`src/rtl/dtr_params.svh`:
```
// Constants for the debug trigger block: register numbers,
// field positions, reset values and status codes. Included by the package and the RTL modules.
`ifndef DTR_PARAMS_SVH
`define DTR_PARAMS_SVH

`define DTR_ATTR_REG_NUM 4'h6
`define DTR_TRIG_DEF_NUM 4'h7

`define DTR_ATTR_REG_RST 16'h0000
`define DTR_TRIG_DEF_RST 32'h0000_0000
`define DTR_PORT_ATTR_RST 8'h05

`define DTR_ATTR_VAL_HI 7
`define DTR_ATTR_MASK_HI 15
`define DTR_ATTR_MASK_LO 8

`define DTR_RESP_HI 31
`define DTR_RESP_LO 30
`define DTR_L2_EN_BIT 29
`define DTR_L2_LANE_HI 28
`define DTR_L2_LANE_LO 22
`define DTR_L2_COMB_BIT 15
`define DTR_L1_EN_BIT 13

`define DTR_RESP_STATUS 2'h0
`define DTR_RESP_HALT 2'h1
`define DTR_RESP_IRQ 2'h2
`define DTR_RESP_RSVD 2'h3

`define DTR_ST_IDLE 4'h0
`define DTR_ST_WAIT_L1 4'h1
`define DTR_ST_DONE_L1 4'h2
`define DTR_ST_WAIT_L2 4'h5
`define DTR_ST_DONE_L2 4'h6

`endif

```
`src/rtl/dtr_pkg.sv`:
```
// Types shared by the debug trigger block.
// Assumes dtr_params.svh sits on the include path.
`include "dtr_params.svh"

package dtr_pkg;

	typedef enum logic [2:0] {
		DTR_IDLE,
		DTR_WAIT_L1,
		DTR_DONE_L1,
		DTR_WAIT_L2,
		DTR_DONE_L2
	} dtr_state_e;

	typedef logic [7:0] dtr_attr_t;

endpackage

```
`src/rtl/dtr_attr_match.sv`:
```
// Masked comparison of the stored attribute word against live bus attributes.
// Purely combinational; the caller registers the result.
`timescale 1ns/1ps
`include "dtr_params.svh"

module dtr_attr_match
	import dtr_pkg::*;
(
	input wire logic [15:0] attr_in,
	input wire logic bus_valid_in,
	input wire logic bus_rw_in,
	input wire logic [1:0] bus_size_in,
	input wire logic [1:0] bus_type_in,
	input wire logic [2:0] bus_modifier_in,
	output logic match_out
);

	// Mask bits 15..8 line up one for one with value bits 7..0
	wire dtr_attr_t bus_attr;
	wire dtr_attr_t attr_value;
	wire dtr_attr_t attr_mask;
	wire dtr_attr_t miss;

	assign bus_attr = {bus_rw_in, bus_size_in, bus_type_in, bus_modifier_in};
	assign attr_value = attr_in[`DTR_ATTR_VAL_HI:0];
	assign attr_mask = attr_in[`DTR_ATTR_MASK_HI:`DTR_ATTR_MASK_LO];
	assign miss = (attr_value ^ bus_attr) & ~attr_mask;
	assign match_out = bus_valid_in && (miss == 8'h00);

endmodule

```
`src/rtl/dtr_trigger.sv`:
```
// Top of the debug trigger block: register writes, trigger sequencing, response.
// Assumes all inputs come from logic on core_clk_in; no pin synchronisers needed.
`timescale 1ns/1ps
`include "dtr_params.svh"

module dtr_trigger
	import dtr_pkg::*;
#(
	parameter int DREG_NUM_W = 4,
	parameter int LANES = 7
)
(
	input wire logic core_clk_in,
	input wire logic rst_in,
	input wire logic core_wr_in,
	input wire logic core_super_in,
	input wire logic [DREG_NUM_W-1:0] core_dreg_num_in,
	input wire logic [31:0] core_dreg_data_in,
	input wire logic port_wr_in,
	input wire logic [DREG_NUM_W-1:0] port_dreg_num_in,
	input wire logic [31:0] port_dreg_data_in,
	input wire logic bus_valid_in,
	input wire logic bus_rw_in,
	input wire logic [1:0] bus_size_in,
	input wire logic [1:0] bus_type_in,
	input wire logic [2:0] bus_modifier_in,
	input wire logic level_one_hit_in,
	input wire logic pc_cond_in,
	input wire logic addr_range_in,
	input wire logic [LANES-1:0] data_lane_hit_in,
	output logic attr_match_out,
	output logic [3:0] breakpoint_status_out,
	output logic trigger_report_out,
	output logic halt_req_out,
	output logic debug_irq_out,
	output logic [7:0] port_mem_attr_out
);

	logic [15:0] attribute_match_reg;
	logic [31:0] trigger_definition_reg;
	dtr_state_e state;
	dtr_state_e next_state;

	// Initial state right after a trigger definition write
	function automatic dtr_state_e arm_state(input logic [31:0] def);
		dtr_state_e s;
		s = DTR_IDLE;
		if (def[`DTR_L1_EN_BIT])
			s = DTR_WAIT_L1;
		else if (def[`DTR_L2_EN_BIT])
			s = DTR_WAIT_L2;
		return s;
	endfunction

	function automatic logic [3:0] status_of(input dtr_state_e s);
		logic [3:0] code;
		code = `DTR_ST_IDLE;
		unique case (s)
			DTR_IDLE: code = `DTR_ST_IDLE;
			DTR_WAIT_L1: code = `DTR_ST_WAIT_L1;
			DTR_DONE_L1: code = `DTR_ST_DONE_L1;
			DTR_WAIT_L2: code = `DTR_ST_WAIT_L2;
			DTR_DONE_L2: code = `DTR_ST_DONE_L2;
		endcase
		return code;
	endfunction

	// Write selection; the port wins when both sources write in one cycle
	wire core_ok;
	wire wr_en;
	wire [DREG_NUM_W-1:0] wr_num;
	wire [31:0] wr_data;
	wire attr_reg_wr;
	wire trig_def_wr;

	assign core_ok = core_wr_in && core_super_in;
	assign wr_en = port_wr_in || core_ok;
	assign wr_num = port_wr_in ? port_dreg_num_in : core_dreg_num_in;
	assign wr_data = port_wr_in ? port_dreg_data_in : core_dreg_data_in;
	assign attr_reg_wr = wr_en && (wr_num == DREG_NUM_W'(`DTR_ATTR_REG_NUM));
	assign trig_def_wr = wr_en && (wr_num == DREG_NUM_W'(`DTR_TRIG_DEF_NUM));

	// Trigger definition fields
	wire [1:0] response_sel;
	wire level_two_global_enable;
	wire level_one_global_enable;
	wire [LANES-1:0] level_two_data_lane_enable;
	wire level_two_combine_select;

	assign response_sel = trigger_definition_reg[`DTR_RESP_HI:`DTR_RESP_LO];
	assign level_two_global_enable = trigger_definition_reg[`DTR_L2_EN_BIT];
	assign level_one_global_enable = trigger_definition_reg[`DTR_L1_EN_BIT];
	assign level_two_data_lane_enable = trigger_definition_reg[`DTR_L2_LANE_HI:`DTR_L2_LANE_LO];
	assign level_two_combine_select = trigger_definition_reg[`DTR_L2_COMB_BIT];

	wire attr_hit;

	dtr_attr_match u_match (
		.attr_in(attribute_match_reg),
		.bus_valid_in(bus_valid_in),
		.bus_rw_in(bus_rw_in),
		.bus_size_in(bus_size_in),
		.bus_type_in(bus_type_in),
		.bus_modifier_in(bus_modifier_in),
		.match_out(attr_hit)
	);

	// Level two condition
	wire data_cond;
	wire addr_cond;
	wire level_two_hit;
	wire level_one_hit;

	assign data_cond = (level_two_data_lane_enable == '0) ||
		|(level_two_data_lane_enable & data_lane_hit_in);
	assign addr_cond = addr_range_in && attr_hit;
	assign level_two_hit = level_two_global_enable && (level_two_combine_select ?
		(pc_cond_in || (addr_cond && data_cond)) :
		(pc_cond_in && (addr_cond && data_cond)));
	assign level_one_hit = level_one_global_enable && level_one_hit_in;

	// Sequencing: level one arms level two when both are enabled
	always_comb
	begin
		next_state = state;
		if (trig_def_wr)
			next_state = arm_state(wr_data);
		else
		begin
			unique case (state)
				DTR_IDLE: next_state = DTR_IDLE;
				DTR_WAIT_L1:
					if (level_one_hit)
						next_state = level_two_global_enable ? DTR_WAIT_L2 : DTR_DONE_L1;
				DTR_WAIT_L2:
					if (level_two_hit)
						next_state = DTR_DONE_L2;
				DTR_DONE_L1: next_state = DTR_DONE_L1;
				DTR_DONE_L2: next_state = DTR_DONE_L2;
			endcase
		end
	end

	// A trigger completes on entry into either done state
	wire fire;

	assign fire = !trig_def_wr && (next_state != state) &&
		((next_state == DTR_DONE_L1) || (next_state == DTR_DONE_L2));

	always_ff @(posedge core_clk_in)
	begin
		if (rst_in)
		begin
			attribute_match_reg <= `DTR_ATTR_REG_RST;
			port_mem_attr_out <= `DTR_PORT_ATTR_RST;
		end
		else if (attr_reg_wr)
		begin
			attribute_match_reg <= wr_data[15:0];
			port_mem_attr_out <= wr_data[7:0];
		end
	end

	always_ff @(posedge core_clk_in)
	begin
		if (rst_in)
			trigger_definition_reg <= `DTR_TRIG_DEF_RST;
		else if (trig_def_wr)
			trigger_definition_reg <= wr_data;
	end

	always_ff @(posedge core_clk_in)
	begin
		if (rst_in)
		begin
			state <= DTR_IDLE;
			breakpoint_status_out <= `DTR_ST_IDLE;
		end
		else
		begin
			state <= next_state;
			breakpoint_status_out <= status_of(next_state);
		end
	end

	// Responses are one-cycle pulses; the reserved code only reports status
	always_ff @(posedge core_clk_in)
	begin
		if (rst_in)
		begin
			trigger_report_out <= 1'b0;
			halt_req_out <= 1'b0;
			debug_irq_out <= 1'b0;
			attr_match_out <= 1'b0;
		end
		else
		begin
			trigger_report_out <= fire;
			halt_req_out <= fire && (response_sel == `DTR_RESP_HALT);
			debug_irq_out <= fire && (response_sel == `DTR_RESP_IRQ);
			attr_match_out <= attr_hit;
		end
	end
endmodule

```
`config.mk`:
```
export PLATFORM = sky130hd
export DESIGN_NAME = dtr_trigger
export DESIGN_NICKNAME = d
export VERILOG_FILES = /design/src/rtl/dtr_pkg.sv /design/src/rtl/dtr_attr_match.sv /design/src/rtl/dtr_trigger.sv
export VERILOG_INCLUDE_DIRS = /design/src /design/src/rtl
export SDC_FILE = /design/constraint.sdc
export NUM_CORES = 1
export LEC_CHECK = 0
export ABC_AREA = 1
export BUFFER_PORTS_ARGS = -buffer_cell sky130_fd_sc_hd__buf_2
export CORE_MARGIN = 2
export CORE_UTILIZATION = 41
export DETAILED_ROUTE_END_ITERATION = 10
export PLACE_DENSITY = 0.77
export SLEW_MARGIN = 15
export SYNTH_ARGS = -nofsm -noshare
export SYNTH_HDL_FRONTEND = slang
export SYNTH_SLANG_ARGS = --single-unit
```
`constraint.sdc`:
```
create_clock -name core_clk_in -period 1.7 [get_ports core_clk_in]
set_input_delay 0 -clock core_clk_in [delete_from_list [all_inputs] [get_ports core_clk_in]]
set_output_delay 0 -clock core_clk_in [all_outputs]
set_load 0.005 [all_outputs]
```
After elaboration in Yosys (flattened, before gate mapping)
Cells that the tools add are included.
{ "classes": {"mux": 11, "reduce_logical": 23, "eq_ne": 13, "bitwise_logic": 4} }
{ "ops": {"columns": ["op", "count"], "rows": [
  ["$mux 32", 1],
  ["$pmux 4 s5", 1],
  ["$pmux 3 s5", 1],
  ["$logic_and 1x1->1", 13],
  ["$eq 3x2->1 const B", 4],
  ["$mux 3", 3],
  ["$and 8x8->8", 1],
  ["$eq 4x3->1 const B", 2],
  ["$logic_not 8->1", 1],
  ["$not 8->8", 1],
  ["$xor 8x8->8", 1],
  ["$and 7x7->7", 1],
  ["$logic_not 7->1", 1],
  ["$reduce_or 7->1", 1],
  ["$eq 3x1->1 const B", 2],
  ["$eq 3x3->1 const B", 2],
  ["$logic_not 3->1", 2],
  ["$logic_or 1x1->1", 4],
  ["$mux 2", 2],
  ["$mux 4", 1],
  ["$ne 3x3->1", 1],
  ["$eq 2x1->1 const B", 1],
  ["$eq 2x2->1 const B", 1],
  ["$mux 1", 2],
  ["$logic_not 1->1", 1]
]} }
{ "totals": {"in_bits": 96, "word_cells": 60, "register_bits": 67, "output_inout_bits": 16} }

Depth between registers and ports, before layout
{ "logic_depth": {"depth_word": 16, "ltp_mapped": 17, "depth_no_buf": 17} }

Cells and area by module
Synthesis repeated with hierarchy kept, for this count alone.
{ "unflattened": {"hier_cells": 330, "hier_area_um2": 2200.9} }
{ "by_module_without_submodules": {"columns": ["module", "seq_area_each_um2", "n_inst", "area_per_inst_um2", "cells_each"], "rows": [
  ["dtr_trigger", 800.8, 1, 2008.2, 285],
  ["dtr_attr_match", 0.0, 1, 192.7, 45]
]} }

Worst setup path before layout
Ideal clock, no wire load.
{ "synth_path": {"kind": "register -> register", "from": "register port_mem_attr_out[4] (netlist name)", "to": "register debug_irq_out", "setup_ns": 0.110, "path_stages_with_launch": 16, "path_buffers": 0, "synth_period_minus_slack_ns": 1.588, "slack_ns": 0.112, "arrival_ns": 1.477, "cell_sequence": "dfxtp_1 -> or2_0 -> nand2_1 -> nand2_1 -> inv_2 -> nand3_2 -> o21bai_2 -> nand2_2 -> nand2_2 -> nand3_1 -> nand2_4 -> nand2_1 -> nand2_1 -> nand3_1 -> nand2_2 -> nor2_1"} }
{ "synth_rtl": {"columns": ["item", "line", "text"], "rows": [
  ["end signal: assignment", "dtr_trigger.sv:200", "debug_irq_out <= fire && (response_sel == `DTR_RESP_IRQ);"],
  ["end: declaration", "dtr_trigger.sv:35", "output logic debug_irq_out,"]
]} }

==> impl_metrics.py <==
metrics = {
    "min_path": {
        "holdCritStartpoint": "rst_in",
        "hold_path_end": "attr_match_out",
        "hold_path_class": "in -> reg",
        "min_path_cells": 2,
    },
    "floorplan": {
        "num_io_pins": 112,
        "chipWidth_um": 76.51,
        "dieArea_mm2": 0.005854,
        "start_util_pct": 42.48,
        "die_h_um": 76.51,
        "core_mm2": 0.005075,
        "std_cell_rows": 26,
    },
    "cells_and_area": {
        "synthToLayoutAreaGrowth_pct": 54.44,
        "fill_cells": 436,
        "multi_input_area_mm2": 0.001211,
        "final_net_count": 554,
        "final_area_mm2": 0.003329,
        "drive_gt1_share_pct": 35.59,
        "largest_register_ffs": 12,
        "diodes": 0,
        "final_cell_count_no_fill": 528,
        "regArea_um2": 808.3,
    },
    "grt": {
        "antenna_found_initial": 0,
        "grt_max_degree": 27,
        "grt_overflow_total": 0,
        "gr-usage-all-layers_pct": 23.55,
        "grt_pass1_vias": 2435,
        "grt_pass1_wl_mm": 10.96,
    },
    "worst_setup_path": {
        "reg2reg_depth": 17,
        "r2r_start": "port_mem_attr_out[1]",
        "critPathCaptureType": "flop",
        "cp.required_ns": 1.93,
        "regToRegEndpoint": "halt_req_out",
        "arrival_ns": 2.00,
        "critPathMaxFanout": 4,
        "start_kind": "flop",
        "worstSetupPathType": "reg -> reg",
        "r2r_setup_slack_ns": -0.07,
    },
    "drt": {
        "routed_via_density": 4.778,
        "drt_pass1_iterations": 4,
        "drt_iter0_drc": 86,
        "via_count": 2523,
        "routedWlPerCell_um": 12.66,
        "ant_nets": 0,
        "drc": 0,
        "routed_wl_mm": 6.684,
    },
    "timing": {
        "maxSlewViolCount": 0,
        "relSlewSlack_pct": 52.59,
        "max_freq_mhz": 566.1,
        "setup_viol": 4,
        "grt_setup_unrepaired": "true",
        "worst_pin_slew_ns": 0.7104,
        "finalCriticalPeriod_ns": 1.766,
        "finalHoldViolCount": 0,
        "finalWorstSetupSlack_ns": -0.06646,
        "timing.final.crit_share_pct": 103.9,
        "fin_setup_tns_ns": -0.2053,
        "finClkSkew_ns": 0.003471,
    },
    "yosys": {
        "async_flop_share_pct": 0,
        "synth_edf_count": 0,
        "syn-num-nets": 414,
        "synthTopCellsByArea": "dfxtp_1, nand2_1, a31oi_1, o21ai_0, inv_1",
        "avgSynthCellArea_um2": 6.779,
        "yosysTopAreaCellShare_pct": 37.14,
        "ys_ff_latch": 40,
        "syn-cell-area_mm2": 0.002156,
        "synth_cell_types": 35,
        "yosysTopAreaCell": "dfxtp_1",
        "yosysMostFrequentCell": "nand2_1",
        "ys_warn_count": 0,
        "synth_ff_type": "dfxtp_1",
        "synth_common_cells": "nand2_1, dfxtp_1, o21ai_0",
        "synth-seq-area-share_pct": 37.14,
        "syn_inst": 318,
    },
    "pwr": {
        "p_leak_uw": 0.001636,
        "p_total_uw": 1963,
        "vdd_ir_drop_max_uv": 300.1,
        "p_per_area_mw_per_mm2": 589.5,
    },
    "clock_network": {
        "cts.sinks": 40,
        "cts_tree": "built",
        "htree_levels": 2,
        "cts_buffer_depth": 2,
        "cts-buffers-inserted": 5,
        "clock_latency_ns": 0.29,
        "root_buffer": "clkbuf_8",
        "clk_pin_slew_ns": 0.07,
    },
    "place": {
        "placed_cell_area_mm2": 0.002685,
        "dp_cells": 476,
        "port_buffers": 98,
        "place.gp.congestion": 0.7978,
        "dpl.hpwl_mm": 4.169,
    },
    "outcome": {
        "outcome": "finished, violations left",
        "failed_checks": "setup timing",
    },
    "run": {
        "cap_violations": 0,
    },
}
-- kinds of logic after synthesis --
logic type / synth area share (%)
and+or+nand+nor: 33.72
DFF: 37.14
buffers and inverters: 11.20
AOI/OAI and AO/OA: 17.76
other: 0.1739
-- through the flow --
step | setup WS (ns) | hold slack, ns | util (%)
finish | -0.06646 | 0.04170 | 65.61
global route | -0.2453 | 0.04801 | 65.61
CTS | 0.008331 | 0.03093 | 63.66
detailed placement | -0.04279 | 0.2743 | 52.91
global placement | 0.01442 | 0.2718 | 52.91
floorplan | 0.1122 | 0.1588 | -
-- critical path, stage by stage (launching register included) --
cell and delay (ns):
dfxtp_4 0.36, inv_2 0.05, nand2_2 0.05, nand3_2 0.06, nand2_2 0.07, nor2_4 0.12
nand3_4 0.09, o21bai_4 0.15, nand2_2 0.09, nand2_4 0.09, nand2_4 0.06, nand2_4 0.08
nand2_4 0.06, nand2_2 0.08, nand2_2 0.06, nand3_2 0.07, nand2_2 0.06, nor2_1 0.09
-- final cells by class --
type | instances | area share, %
Clock buffer | 6 | 2.180
Clock inverter | 1 | 0.1503
Inverter | 30 | 3.608
Multi-Input combinational cell | 228 | 36.38
Sequential cell | 40 | 24.28
Tap cell | 70 | 2.631
Timing Repair Buffer | 153 | 30.78
-- per-layer routing --
metal  part of all wire [%]  up-vias  track usage, %
met5                      0        -               0
met4                    3.6        0           11.82
met3                    5.8       22           4.384
met2                     50       90           40.80
met1                     41     1108           27.75
li1                       -     1303               -
-- placed cells by master, fill, tap and decap left out, types with 2 or more instances in the layout --
cell	instances
nor2_4	2
dfxtp_2	3
o21ai_0	25
dfxtp_1	36
a21oi_1	9
nor2_2	3
clkinv_1	2
or2_1	2
o21ai_2	2
dlygate4sd3_1	42
nor3_1	3
nand3_4	3
inv_1	22
nand3_1	11
nand4_1	2
buf_4	11
a31oi_1	22
nor2_1	15
o21a_1	2
clkbuf_8	5
o21ai_1	3
nand2_4	6
inv_2	4
nand2_2	13
buf_2	98
nand3_2	3
nand2_1	96
-- repair_timing --
action,4_1_cts,5_1_grt
setup endpoints to repair,3,14
buffers inserted,1,2
hold buffers,42,0
resized for setup,11,26
hold endpoints to repair,21,0
pin swaps,2,20
-- how the worst max path moves through the flow --
stage	slack (ns)	cells past startpoint	endpoint	startpoint
floorplan	0.11	15	debug_irq_out	port_mem_attr_out[4]
global placement	0.01	15	debug_irq_out	port_mem_attr_out[4]
detailed placement	-0.04	15	trigger_report_out	port_mem_attr_out[4]
CTS	0.008	16	debug_irq_out	port_mem_attr_out[4]
global route	-0.25	13	halt_req_out	attribute_match_reg[7]
finish	-0.07	17	halt_req_out	port_mem_attr_out[1]
-- where the power goes --
group	leakage, uW	internal, uW	total, uW	switching (uW)
Combinational	0.00127	206	397	191
Clock	0.0000410	279	596	316
Sequential	0.000326	957	970	13.3
(Power assumes the default switching activity.)
